$ cat src/rtl/pdd_pkg.sv
package pdd_pkg;

    // Register indices; the byte address is four times the index.
    localparam logic [3:0] IDX_DISPATCH_CTRL = 4'h5;
    localparam logic [3:0] IDX_BIAS_CONST    = 4'h6;
    localparam logic [3:0] IDX_BIAS_SCALE    = 4'h7;
    localparam logic [3:0] IDX_KERNEL1       = 4'h8;
    localparam logic [3:0] IDX_KERNEL2       = 4'h9;
    localparam logic [3:0] IDX_KERNEL3       = 4'hA;
    localparam logic [3:0] IDX_KERNEL0       = 4'hB;
    localparam logic [3:0] IDX_STATUS        = 4'hC;
    localparam logic [3:0] IDX_DEPTH_CFG     = 4'hD;

    // Dispatch control bit positions.
    localparam int BIT_HIER_RESOLVE = 9;
    localparam int BIT_DEPTH_RESOLVE = 8;
    localparam int BIT_DEPTH_CLEAR  = 7;
    localparam int BIT_FAST_SPAN    = 6;
    localparam int BIT_CONTIG64     = 4;
    localparam int BIT_CONTIG32     = 3;
    localparam int BIT_DISP32       = 2;
    localparam int BIT_DISP16       = 1;
    localparam int BIT_DISP8        = 0;

    // Writable bits; everything else is reserved and reads as zero.
    localparam logic [31:0] CTRL_WRITE_MASK = 32'h0000_03DF;
    localparam logic [31:0] KERNEL_MASK     = 32'hFFFF_FFCE;
    localparam logic [31:0] CTRL_RESET      = 32'h0000_0002;
    localparam logic [31:0] WORD_RESET      = 32'h0000_0000;

    // Kernel word fields.
    localparam int ENTRY_LSB  = 6;
    localparam int BLOCKS_LSB = 1;

    // Subspans per aligned 8x8 pixel block, and pixels per block.
    localparam int SUBSPANS = 16;
    localparam int PIXELS   = 64;

    typedef enum logic [1:0] {
        PDD_SZ2,
        PDD_SZ4,
        PDD_SZ8,
        PDD_SZ16
    } pdd_size_type;

    // One aligned 8x8 pixel block from the rasterizer, pixel index y*8+x.
    typedef struct packed {
        logic [PIXELS-1:0] pixel_mask;
    } pdd_block_type;

    // One shader thread payload.
    typedef struct packed {
        pdd_size_type        size;
        logic                contiguous;
        logic [1:0]          kernel;
        logic [25:0]         entry;
        logic [2:0]          blocks;
        logic [SUBSPANS-1:0] subspans;
        logic [PIXELS-1:0]   pixel_mask;
        logic                hier_resolve;
        logic                hiz_reinit;
        logic                depth_resolve;
        logic                depth_clear;
    } pdd_payload_type;

endpackage

$ cat src/rtl/pdd_dispatch.sv
// The Avalon-MM slave port and the address map were decided locally.
`timescale 1ns/10ps
// Notes on behaviour
// [RQ1] Hierarchical resolve bit 9 makes rendering update hierarchical depth to match depth.
// [RQ2] After hierarchical resolve the hierarchical buffer is left initialized and ineffective.
// [RQ3] Depth resolve bit 8 makes rendering update depth to match hierarchical depth.
// [RQ4] Both resolve bits are ignored while hierarchical depth is disabled.
// [RQ5] Software enables at most one of the three depth operations.
// [RQ6] Depth clear bit 7 makes rendering initialize the depth buffer.
// [RQ7] Software disables the depth test while depth clear is on.
// [RQ8] Fast span coverage marks every touched aligned 4x4 pixel block fully covered.
// [RQ9] Software enables depth clear whenever fast span coverage is on.
// [RQ10] Software uses fast span only for rectangles aligned to a 4x4 grid.
// [RQ11] Contiguous 64-pixel mode packs 16 subspans only as a full 8x8 block.
// [RQ12] Contiguous 32-pixel mode packs 8 subspans only as a full 8x4 block.
// [RQ13] The 32-pixel bit allows 8 subspans per payload; clear forbids it.
// [RQ14] The 16-pixel bit allows 4 subspans per payload, the usual mode.
// [RQ15] The 8-pixel bit allows 2 subspans per payload.
// [RQ16] Four kernel entry offsets and block counts, selected by payload size.
// [RQ17] Depth bias constant is a 32-bit float in bits 31:0.
// [RQ18] Depth bias slope term is a 32-bit float in its own word.
// [RQ19] Kernel entry offsets sit in bits 31:6, 64-byte aligned.
// [RQ20] Block counts sit in bits 3:1 as blocks minus one.
// [RQ21] Software rounds register use up to multiples of sixteen.
// [RQ22] Subspans are 2x2 pixel groups, the unit of every dispatch size.
// [RQ23] Software turns statistics off during any depth operation.
// [RQ24] Payload sizes are chosen per group from the enabled sizes only; with bits 2:0 all clear the code still issues 4-subspan payloads.
// [RQ25] Reserved state bits are ignored and read as zero.
module pdd_dispatch (
    input  wire logic                     clk,
    input  wire logic                     rst,
    input  wire logic [5:0]               address,
    input  wire logic                     read,
    input  wire logic                     write,
    input  wire logic [31:0]              writedata,
    input  wire logic [3:0]               byteenable,
    output logic      [31:0]              readdata,
    output logic                          waitrequest,
    input  wire logic                     blk_valid,
    input  wire pdd_pkg::pdd_block_type   blk,
    output logic                          blk_ready,
    output logic                          pay_valid,
    output pdd_pkg::pdd_payload_type      pay,
    input  wire logic                     pay_ready,
    output logic      [31:0]              bias_const,
    output logic      [31:0]              bias_scale
);

    logic [31:0]                  ctrl;
    logic                         hiz_en;
    logic [25:0]                  kern_entry [4];
    logic [2:0]                   kern_blocks [4];
    logic [15:0]                  pay_count;
    logic                         ack;
    logic [3:0]                   idx;
    logic [pdd_pkg::SUBSPANS-1:0] rem;
    logic [pdd_pkg::PIXELS-1:0]   cur_pix;
    logic                         busy;
    logic                         load;
    logic                         issue;
    logic [pdd_pkg::SUBSPANS-1:0] take;
    pdd_pkg::pdd_size_type        next_size;
    logic                         next_contig;
    logic [pdd_pkg::PIXELS-1:0]   cov_pix;
    logic [1:0]                   kern_sel;
    logic [31:0]                  kern_merged;

    // Byte-lane merge of a write into a stored word.
    function automatic logic [31:0] merge(input logic [31:0] old, input logic [31:0] val, input logic [3:0] be);
        logic [31:0] r;
        r = old;
        for (int b = 0; b < 4; b++) begin
            if (be[b]) begin
                r[b*8 +: 8] = val[b*8 +: 8];
            end
        end
        return r;
    endfunction

    // Keeps the first n set subspans of a mask in raster order.
    function automatic logic [15:0] first_n(input logic [15:0] m, input int n);
        logic [15:0] r;
        int          c;
        r = 16'h0000;
        c = 0;
        for (int i = 0; i < 16; i++) begin
            if (m[i] && c < n) begin
                r[i] = 1'b1;
                c = c + 1;
            end
        end
        return r;
    endfunction

    // Counts set subspans.
    function automatic int count(input logic [15:0] m);
        int c;
        c = 0;
        for (int i = 0; i < 16; i++) begin
            c = c + int'(m[i]);
        end
        return c;
    endfunction

    // Subspan s = row*4+col is present when any of its 2x2 pixels is lit.
    function automatic logic [15:0] to_subspans(input logic [63:0] p);
        logic [15:0] r;
        for (int s = 0; s < 16; s++) begin
            r[s] = p[(s/4)*16 + (s%4)*2] | p[(s/4)*16 + (s%4)*2 + 1]
                 | p[(s/4)*16 + (s%4)*2 + 8] | p[(s/4)*16 + (s%4)*2 + 9]; // RQ22
        end
        return r;
    endfunction

    assign idx = address[5:2];

    // Kernel words sit at indices 8 to 11; index 11 wraps round to slot zero.
    // The merge is kept in its own word because a function result cannot be part-selected.
    assign kern_sel    = 2'(idx - pdd_pkg::IDX_KERNEL1 + 4'h1);
    assign kern_merged = merge({kern_entry[kern_sel], 6'h00}, writedata, byteenable);

    // The bus answers one cycle after a request is seen, so waitrequest drops on the second cycle.
    assign waitrequest = (read | write) & ~ack;

    always_ff @(posedge clk or posedge rst) begin
        if (rst) begin
            ack <= 1'b0;
        end else begin
            ack <= (read | write) & ~ack;
        end
    end

    // Register writes take effect on the edge where waitrequest is low.
    always_ff @(posedge clk or posedge rst) begin
        if (rst) begin
            ctrl       <= pdd_pkg::CTRL_RESET;
            bias_const <= pdd_pkg::WORD_RESET;
            bias_scale <= pdd_pkg::WORD_RESET;
            hiz_en     <= 1'b0;
        end else if (write && ack) begin
            unique case (idx)
                pdd_pkg::IDX_DISPATCH_CTRL: begin
                    ctrl <= merge(ctrl, writedata, byteenable) & pdd_pkg::CTRL_WRITE_MASK; // RQ25
                end
                pdd_pkg::IDX_BIAS_CONST: begin
                    bias_const <= merge(bias_const, writedata, byteenable); // RQ17
                end
                pdd_pkg::IDX_BIAS_SCALE: begin
                    bias_scale <= merge(bias_scale, writedata, byteenable); // RQ18
                end
                pdd_pkg::IDX_DEPTH_CFG: begin
                    if (byteenable[0]) begin
                        hiz_en <= writedata[0];
                    end
                end
                default: begin
                end
            endcase
        end
    end

    // Kernel table; the low address bits and the reserved bits are never stored.
    always_ff @(posedge clk or posedge rst) begin
        if (rst) begin
            for (int k = 0; k < 4; k++) begin
                kern_entry[k]  <= 26'h000_0000;
                kern_blocks[k] <= 3'h0;
            end
        end else if (write && ack && idx >= pdd_pkg::IDX_KERNEL1 && idx <= pdd_pkg::IDX_KERNEL0) begin
            kern_entry[kern_sel]  <= kern_merged[31:pdd_pkg::ENTRY_LSB]; // RQ19
            kern_blocks[kern_sel] <= byteenable[0] ? writedata[pdd_pkg::BLOCKS_LSB +: 3] : kern_blocks[kern_sel]; // RQ20
        end
    end

    // Read data is registered at the edge that raises ack, before the answering cycle; unmapped words read zero.
    always_ff @(posedge clk or posedge rst) begin
        if (rst) begin
            readdata <= 32'h0000_0000;
        end else if (read && !ack) begin
            unique case (idx)
                pdd_pkg::IDX_DISPATCH_CTRL: readdata <= ctrl;
                pdd_pkg::IDX_BIAS_CONST:    readdata <= bias_const;
                pdd_pkg::IDX_BIAS_SCALE:    readdata <= bias_scale;
                pdd_pkg::IDX_KERNEL1,
                pdd_pkg::IDX_KERNEL2,
                pdd_pkg::IDX_KERNEL3,
                pdd_pkg::IDX_KERNEL0: begin
                    readdata <= {kern_entry[kern_sel], 2'b00, kern_blocks[kern_sel], 1'b0};
                end
                pdd_pkg::IDX_STATUS:        readdata <= {pay_count, 14'h0000, pay_valid, busy};
                pdd_pkg::IDX_DEPTH_CFG:     readdata <= {31'h0000_0000, hiz_en};
                default:                    readdata <= 32'h0000_0000;
            endcase
        end
    end

    // Fast span coverage fills each aligned 4x4 quadrant that has any lit pixel.
    always_comb begin
        cov_pix = blk.pixel_mask;
        if (ctrl[pdd_pkg::BIT_FAST_SPAN]) begin
            for (int q = 0; q < 4; q++) begin
                for (int p = 0; p < 16; p++) begin
                    if (|{blk.pixel_mask[(q/2)*32 + (q%2)*4 +: 4], blk.pixel_mask[(q/2)*32 + (q%2)*4 + 8 +: 4],
                          blk.pixel_mask[(q/2)*32 + (q%2)*4 + 16 +: 4], blk.pixel_mask[(q/2)*32 + (q%2)*4 + 24 +: 4]}) begin
                        cov_pix[(q/2)*32 + (q%2)*4 + (p/4)*8 + (p%4)] = 1'b1; // RQ8
                    end
                end
            end
        end
    end

    // Payload sizing: contiguous modes first, then 8 subspans for more than 4 left, 4 for more than 2, else 2;
    // a disabled size falls to the next smaller enabled one, else the nearest larger; with none enabled, 4.
    always_comb begin
        next_contig = 1'b0;
        next_size   = pdd_pkg::PDD_SZ4;
        take        = first_n(rem, 4);
        if (ctrl[pdd_pkg::BIT_CONTIG64] && rem == 16'hFFFF) begin
            next_size   = pdd_pkg::PDD_SZ16; // RQ11
            next_contig = 1'b1;
            take        = rem;
        end else if (ctrl[pdd_pkg::BIT_CONTIG32] && rem[7:0] == 8'hFF) begin
            next_size   = pdd_pkg::PDD_SZ8; // RQ12
            next_contig = 1'b1;
            take        = 16'h00FF;
        end else if (ctrl[pdd_pkg::BIT_CONTIG32] && rem[15:8] == 8'hFF) begin
            next_size   = pdd_pkg::PDD_SZ8; // RQ12
            next_contig = 1'b1;
            take        = 16'hFF00;
        end else if (ctrl[pdd_pkg::BIT_DISP32] && (count(rem) > 4 || !(ctrl[pdd_pkg::BIT_DISP16] || ctrl[pdd_pkg::BIT_DISP8]))) begin
            next_size = pdd_pkg::PDD_SZ8; // RQ13 RQ24
            take      = first_n(rem, 8);
        end else if (ctrl[pdd_pkg::BIT_DISP16] && (count(rem) > 2 || !ctrl[pdd_pkg::BIT_DISP8])) begin
            next_size = pdd_pkg::PDD_SZ4; // RQ14 RQ24
            take      = first_n(rem, 4);
        end else if (ctrl[pdd_pkg::BIT_DISP8]) begin
            next_size = pdd_pkg::PDD_SZ2; // RQ15 RQ24
            take      = first_n(rem, 2);
        end
    end

    assign busy      = |rem;
    assign blk_ready = ~busy;
    assign load      = blk_valid & blk_ready;
    assign issue     = busy & (~pay_valid | pay_ready);

    // Remaining subspans of the current block; an empty block is dropped at once.
    always_ff @(posedge clk or posedge rst) begin
        if (rst) begin
            rem     <= 16'h0000;
            cur_pix <= 64'h0000_0000_0000_0000;
        end else if (load) begin
            rem     <= to_subspans(cov_pix);
            cur_pix <= cov_pix;
        end else if (issue) begin
            rem <= rem & ~take;
        end
    end

    // Output payload register; the kernel is selected by the payload size.
    always_ff @(posedge clk or posedge rst) begin
        if (rst) begin
            pay_valid <= 1'b0;
            pay       <= '0;
        end else if (issue) begin
            pay_valid         <= 1'b1;
            pay.size          <= next_size;
            pay.contiguous    <= next_contig;
            pay.kernel        <= 2'(next_size);
            pay.entry         <= kern_entry[2'(next_size)]; // RQ16
            pay.blocks        <= kern_blocks[2'(next_size)]; // RQ16
            pay.subspans      <= take;
            pay.pixel_mask    <= cur_pix;
            pay.hier_resolve  <= ctrl[pdd_pkg::BIT_HIER_RESOLVE] & hiz_en; // RQ1 RQ4
            pay.hiz_reinit    <= ctrl[pdd_pkg::BIT_HIER_RESOLVE] & hiz_en; // RQ2
            pay.depth_resolve <= ctrl[pdd_pkg::BIT_DEPTH_RESOLVE] & hiz_en; // RQ3 RQ4
            pay.depth_clear   <= ctrl[pdd_pkg::BIT_DEPTH_CLEAR]; // RQ6
        end else if (pay_ready) begin
            pay_valid <= 1'b0;
        end
    end

    // Count of issued payloads, wrapping, for software to watch progress.
    always_ff @(posedge clk or posedge rst) begin
        if (rst) begin
            pay_count <= 16'h0000;
        end else if (issue) begin
            pay_count <= pay_count + 16'h0001;
        end
    end

    a_hier_gate: assert property (@(posedge clk) disable iff (rst) issue |=> pay.hier_resolve == ($past(ctrl[9]) && $past(hiz_en)) && pay.hiz_reinit == pay.hier_resolve) else $error("hier resolve flag wrong"); // RQ1 RQ2 RQ4
    a_resolve_gate: assert property (@(posedge clk) disable iff (rst) issue |=> pay.depth_resolve == ($past(ctrl[8]) && $past(hiz_en))) else $error("depth resolve flag wrong"); // RQ3
    a_clear_flag: assert property (@(posedge clk) disable iff (rst) issue |=> pay.depth_clear == $past(ctrl[7])) else $error("depth clear flag wrong"); // RQ6
    a_full_sixteen: assert property (@(posedge clk) disable iff (rst) pay_valid && pay.size == pdd_pkg::PDD_SZ16 |-> pay.subspans == 16'hFFFF && pay.contiguous) else $error("sixteen not full block"); // RQ11
    a_half_eight: assert property (@(posedge clk) disable iff (rst) pay_valid && pay.contiguous && pay.size == pdd_pkg::PDD_SZ8 |-> pay.subspans == 16'h00FF || pay.subspans == 16'hFF00) else $error("contiguous eight not half block"); // RQ12
    a_size_enabled: assert property (@(posedge clk) disable iff (rst) issue && !next_contig && (ctrl[2] || ctrl[1] || ctrl[0]) |-> (next_size == pdd_pkg::PDD_SZ8 && ctrl[2]) || (next_size == pdd_pkg::PDD_SZ4 && ctrl[1]) || (next_size == pdd_pkg::PDD_SZ2 && ctrl[0])) else $error("disabled size used"); // RQ13 RQ14 RQ15 RQ24
    a_kernel_pick: assert property (@(posedge clk) disable iff (rst) issue && !(write && ack) |=> pay.entry == kern_entry[pay.kernel] && pay.blocks == kern_blocks[pay.kernel]) else $error("kernel mismatch"); // RQ16
    a_fast_cover: assert property (@(posedge clk) disable iff (rst) load && ctrl[6] && |blk.pixel_mask[3:0] |=> (cur_pix[27:0] & 28'hF0F_0F0F) == 28'hF0F_0F0F) else $error("quadrant not filled"); // RQ8
    a_bus_answer: assert property (@(posedge clk) disable iff (rst) (read || write) && waitrequest |=> !waitrequest) else $error("bus answer late"); // RQ25
    a_drain_block: assert property (@(posedge clk) disable iff (rst) issue |=> (rem & pay.subspans) == 16'h0000) else $error("subspan issued twice"); // RQ22

endmodule

$ cat config.mk
export PLATFORM = sky130hd
export DESIGN_NAME = pdd_dispatch
export DESIGN_NICKNAME = d
export VERILOG_FILES = /design/src/rtl/pdd_pkg.sv /design/src/rtl/pdd_dispatch.sv
export SDC_FILE = /design/constraint.sdc
export NUM_CORES = 1
export LEC_CHECK = 0
export BUFFER_PORTS_ARGS = -buffer_cell sky130_fd_sc_hd__buf_2
export CAP_MARGIN = 20
export CORE_MARGIN = 1.5
export CORE_UTILIZATION = 42
export CTS_CLUSTER_DIAMETER = 120
export CTS_CLUSTER_SIZE = 25
export DETAILED_ROUTE_END_ITERATION = 16
export MAX_ROUTING_LAYER = met4
export PLACE_DENSITY_LB_ADDON = 0.2
export SLEW_MARGIN = 10
export SYNTH_ARGS = -nofsm -noshare
export SYNTH_HDL_FRONTEND = slang
export SYNTH_SLANG_ARGS = --single-unit
export TNS_END_PERCENT = 50
$ cat constraint.sdc
create_clock -name clk -period 18.2 [get_ports clk]
set_input_delay 0.91 -clock clk [delete_from_list [all_inputs] [get_ports clk]]
set_output_delay 0.91 -clock clk [all_outputs]
set_load 0.005 [all_outputs]
==> flow_summary.json, run 1 <==
{
  "crit_fanout": 15,
  "drive_gt1_share_pct": 22.61,
  "tightestPinTransition_ns": 1.059,
  "drt.antenna.violating_nets": 0,
  "io_buffer_count": 326,
  "clk_pin_slew_ns": 0.10,
  "period_minus_slack_ns": 11.46,
  "grt_pass1_wl_mm": 109.4,
  "grt_util_all_layers_pct": 25.78,
  "crit_type": "reg2reg",
  "hpwl_mm": 49.17,
  "holdCritPathClass": "reg2reg",
  "total_power_mw": 5.105,
  "cts_sinks": 435,
  "die_area_mm2": 0.05530,
  "cp_slowest_stage_delay_ns": 0.66,
  "crit_slowest_cell": "dfrtp_1",
  "synth_ff_type": "dfrtp_1",
  "vias": 18471,
  "gp_congestion": 0.9047,
  "postCtsSetupBuffers": 0,
  "post_cts_resized": 0,
  "final-hold-violation-count": 0,
  "synth_edf_count": 0,
  "end_kind": "flip-flop",
  "routed_via_density": 5.810,
  "numCtsBuffers": 22,
  "grt_max_degree": 164,
  "synth_area_mm2": 0.02264,
  "cts_root_buf": "clkbuf_16",
  "dr.pass1.iters": 7,
  "yosys_warnings": 0,
  "p_per_area_mw_per_mm2": 199.2,
  "cts_tree": "built",
  "die_h_um": 235.2,
  "clock_skew_ns": 0.03032,
  "io_pins": 329,
  "ctsHoldBuffers": 0,
  "final_common_cell": "nand2_1",
  "slew_violations": 0,
  "initial_core_util_pct": 42.82,
  "synth.distinct_cells": 91,
  "overflow": 0,
  "avgRoutedWirePerCell_um": 22.05,
  "syn_nets": 2406,
  "drv_cap": 0,
  "yosys_register_bits": 435,
  "syn_inst": 2231,
  "worstSkewPairLatency_ns": 0.58,
  "clock_path_buffers": 3,
  "max_freq_ghz": 0.08729,
  "timing.final.crit_share_pct": 62.94,
  "cts_htree_levels": 1,
  "critPathLaunchType": "flip-flop",
  "status": "finished clean",
  "core-area_mm2": 0.05287,
  "grt_pass1_vias": 18293,
  "final_cell_mix": "nand2_1 (581), dfrtp_1 (434), buf_2 (326), o21ai_0 (164), mux2_2 (82)",
  "p_leak_nw": 12.49,
  "tns_ns": 0,
  "drt_iter0_drc": 1511,
  "placed_area_mm2": 0.02482,
  "stdcell_area_mm2": 0.02562,
  "ir_drop_v": 0.0001545,
  "drt_wl_total_mm": 70.08,
  "timing.slew.headroom_pct": 29.17,
  "num-nets-final": 2647,
  "yosysSeqAreaShare_pct": 48.09,
  "worstPathArrival_ns": 11.91,
  "cpMostUsedCell": "ha_1",
  "area_growth_pct": 13.20,
  "avgSynthCellArea_um2": 10.15,
  "antenna_found_initial": 9,
  "setup_viol": 0,
  "drc_errors": 0,
  "rsz0062_at_grt": "no",
  "row_count": 84,
  "worst-endpoint-required_ns": 18.65,
  "hold_ws_ns": 0.4722,
  "die_width_um": 235.2,
  "synthArstFlopShare_pct": 100.0
}
registers in the layout, summed over array words and instances, names as in the netlist:
register / count
ack: 1
bias_const: 32
bias_scale: 32
ctrl: 9
cur_pix: 64
hiz_en: 1
kern_blocks: 12
kern_entry: 104
pay: 115
pay_count: 16
pay_valid: 1
readdata: 32
rem: 16
cell type report:
type | count | area, um2
antenna | 10 | 25.02
clock buffer | 29 | 598.1
clock inverter | 4 | 48.80
fill | 4966 | 27240
inverter | 52 | 205.2
multi-input combinational | 1609 | 11070
sequential | 435 | 10890
tap | 688 | 860.8
timing repair buffer | 352 | 1932
power breakdown:
group          internal (mW)  total [mW]  switching [mW]
clock                  0.239       0.572           0.333
combinational           1.31        3.06            1.74
sequential              1.25        1.48           0.228
total                   2.80        5.10            2.30
metrics by stage:
stage                     util [%]  worst slack, ns  std cells
after floorplan                  -            5.175       2231
after global placement       46.95            7.161       3131
after detailed placement     46.95            6.927       3131
after CTS                    48.18            6.837       3164
after global routing         48.47            6.021       3179
final                        48.47            6.744       3179
path summary, 6_finish.rpt:
kind,startpoint,endpoint,slack [ns],cells after the start
setup / recovery,rem[2],rem[15],6.74,46
max in group asynchronous,rst,cur_pix[13],15.73,4
hold reg to reg,cur_pix[35],pay[39],0.47,2
hold / removal,cur_pix[35],pay[39],0.47,2
min in group asynchronous,rst,pay[45],0.57,2
setup reg to reg,rem[2],rem[15],6.74,46
cells by family (layout without fill, tap and decap cells):
family | after synthesis | after routing | synth area share, %
AOI/OAI and AO/OA | 507 | 507 | 15.47
xor gates and xnor gates | 58 | 58 | 2.681
muxes | 178 | 178 | 11.53
adders and majority gates | 63 | 63 | 3.880
DFF | 435 | 435 | 48.09
and+or+nand+nor | 803 | 803 | 15.13
other | 0 | 10 | 0
buffers and inverters | 187 | 437 | 3.217
synth_stat cells (all sizes together), types with 29 or more instances:
cell    count  share of area, %
o22a       64               2.5
clkbuf    108               1.8
nor2       54              0.97
mux2       82               4.1
mux2i      38               1.7
a222oi     29               1.3
ha         51               2.8
nand2     585               9.7
inv        49              0.82
o21ai     167               3.7
dfrtp     434                48
xnor2      40               1.6
mux4       58               5.8
a21oi      75               1.7
nand3      40              0.91
a21o       38               1.3
metal layers:
metal	wire length, um	vias up	part of all wire (%)	GRT usage (%)
li1	-	8437	-	-
met1	29800	9392	43	33.14
met2	34640	544	49	42.62
met3	3934	98	5.6	3.940
met4	1711	0	2.4	6.828
met5	0	-	0	-
critical path: cells and delay by family (launching register included):
| family | cells | cell delay (ns) |
|---|---|---|
| DFF | 1 | 0.66 |
| and+or+nand+nor | 13 | 1.67 |
| buffers and inverters | 4 | 0.55 |
| AOI/OAI and AO/OA | 16 | 4.18 |
| adders and majority gates | 13 | 4.27 |
Power figures use the tool's default switching activity.
==> run 2: changes to the inputs <==
==> constraint.sdc (replaced) <==
create_clock -name clk -period 11.5 [get_ports clk]
set_input_delay 0.575 -clock clk [delete_from_list [all_inputs] [get_ports clk]]
set_output_delay 0.575 -clock clk [all_outputs]
set_load 0.005 [all_outputs]
==> flow_summary.json, run 2 (same netlist as run 1, synthesis figures left out) <==
{
  "clk_pin_slew_ns": 0.11,
  "vias": 18389,
  "ir_drop_v": 0.0001747,
  "die_width_um": 235.2,
  "worstPathArrival_ns": 11.17,
  "r2r_start": "rem[0]",
  "antenna_found_initial": 10,
  "drt_wl_total_mm": 70.00,
  "top_layer_used": "met4",
  "max_freq_ghz": 0.09331,
  "drv_cap": 0,
  "die_h_um": 235.2,
  "drive_gt1_share_pct": 22.88,
  "drc_errors": 0,
  "setup_ws_ns": 0.7826,
  "p_leak_nw": 12.49,
  "cp_slowest_stage_delay_ns": 0.50,
  "ctsHoldBuffers": 0,
  "io_pins": 329,
  "routed_via_density": 5.783,
  "rsz0062_at_grt": "no",
  "hpwl_mm": 48.51,
  "wl_met2_mm": 34.10,
  "worst-endpoint-required_ns": 11.95,
  "timing.final.crit_share_pct": 93.19,
  "overflow": 0,
  "status": "finished clean",
  "met3_length_mm": 3.886,
  "timing.slew.headroom_pct": 28.05,
  "period_minus_slack_ns": 10.72,
  "grt_pass1_wl_mm": 109.3,
  "largestRegisters": "pay (115), kern_entry (104), cur_pix (64)",
  "drt_iter0_drc": 1725,
  "cts_htree_levels": 1,
  "drt.antenna.violating_nets": 0,
  "timing.rr.end": "rem[15]",
  "cts_root_buf": "clkbuf_16",
  "critPathLaunchType": "flip-flop",
  "p_per_area_mw_per_mm2": 315.9,
  "largest_reg_flops": 115,
  "grt_pass1_vias": 18164,
  "worstSkewPairLatency_ns": 0.57,
  "cpMostUsedCell": "ha_1",
  "final_cell_mix": "nand2_1 (581), dfrtp_1 (433), buf_2 (326), o21ai_0 (164), mux2_2 (82)",
  "area_growth_pct": 13.36,
  "core-area_mm2": 0.05287,
  "dr.pass1.iters": 8,
  "grt_util_all_layers_pct": 25.74,
  "die_area_mm2": 0.05530,
  "setup_viol": 0,
  "avgRoutedWirePerCell_um": 22.01,
  "cts_sinks": 435,
  "final_common_cell": "nand2_1",
  "gp_congestion": 0.9072,
  "end_kind": "flip-flop",
  "numCtsBuffers": 22,
  "grt_max_degree": 195,
  "holdPathStages": 2,
  "io_buffer_count": 326,
  "slew_violations": 0,
  "hold_end": "cur_pix[62]",
  "r2r_slack_ns": 0.78,
  "tns_ns": 0,
  "tightestPinTransition_ns": 1.079,
  "row_count": 84,
  "clock_path_buffers": 3,
  "crit_type": "reg2reg",
  "final-hold-violation-count": 0,
  "pre_cts_ws_ns": 0.4958,
  "cts_tree": "built",
  "worstHoldStart": "blk[62]",
  "crit_fanout": 7,
  "holdCritPathClass": "in2reg",
  "clock_skew_ns": 0.02095,
  "top_register": "pay",
  "num-nets-final": 2648,
  "crit_slowest_cell": "dfrtp_1",
  "worst-r2r-cell-count": 46,
  "initial_core_util_pct": 42.82,
  "met1_length_mm": 30.23
}
==> run 2: cell count changes in the layout (fill, tap and decap cells not counted), sizes merged <==
cell	before	now
clkinv	4	3
inv	52	51
buf	352	353
clkinvlp	0	1
clkbuf	29	30
==> run 2: worst max-delay path by stage <==
stage          startpoint       to
6_report           rem[0]  rem[15]
5_1_grt            rem[0]  rem[15]
2_1_floorplan      rem[0]  rem[15]
3_3_place_gp       rem[2]  rem[15]
3_5_place_dp       rem[2]  rem[15]
4_1_cts            rem[2]  rem[15]
==> run 2: cell type report <==
| class | instances | area (um2) |
|---|---|---|
| fillers | 4903 | 27200 |
| multi-input cells | 1609 | 11110 |
| flip-flops and latches | 435 | 10890 |
| repair buffers | 353 | 1929 |
| well taps | 688 | 860.8 |
| clock buffers | 30 | 601.8 |
| inverters | 52 | 201.4 |
| clock inverters | 3 | 45.04 |
| diodes | 10 | 25.02 |
==> run 2: worst max-delay path: cells and delay by family (launching register included) <==
kind / cells / cell delay [ns]
DFF: 1 / 0.50
and+or+nand+nor: 11 / 1.21
AOI/OAI and AO/OA: 16 / 3.86
xor gates and xnor gates: 1 / 0.27
buffers and inverters: 5 / 0.56
adders and majority gates: 13 / 4.19
==> run 2: metrics by stage <==
step	util (%)	hold WS [ns]	instance area [um2]	cells	total power [mW]
after floorplan	-	0.4393	22640	2231	5.870
after global placement	47.00	0.4472	24850	3131	7.014
after detailed placement	47.04	0.4548	24870	3132	7.158
after CTS	48.26	0.2071	25510	3165	8.100
after global routing	48.54	0.2105	25660	3180	8.887
final	48.54	0.2317	25660	3180	8.106
==> run 2: timing repair <==
| item | in CTS | in global routing |
|---|---|---|
| buffers inserted | 0 | 2 |
| resized for setup | 0 | 7 |
| endpoints found under the setup margin | 0 | 4 |
==> run 2: power by group <==
group / internal (mW) / switching (mW) / total, mW / leakage [nW]
Clock: 0.379 / 0.530 / 0.909 / 0.313
Sequential: 1.98 / 0.351 / 2.33 / 5.63
Combinational: 2.11 / 2.76 / 4.87 / 6.55
Total: 4.47 / 3.64 / 8.11 / 12.5
==> run 2: routing by layer <==
layer	global-route usage (%)	vias up
met2	41.35	593
met1	34.03	9263
li1	-	8443
met5	-	-
met4	7.635	0
met3	3.588	90
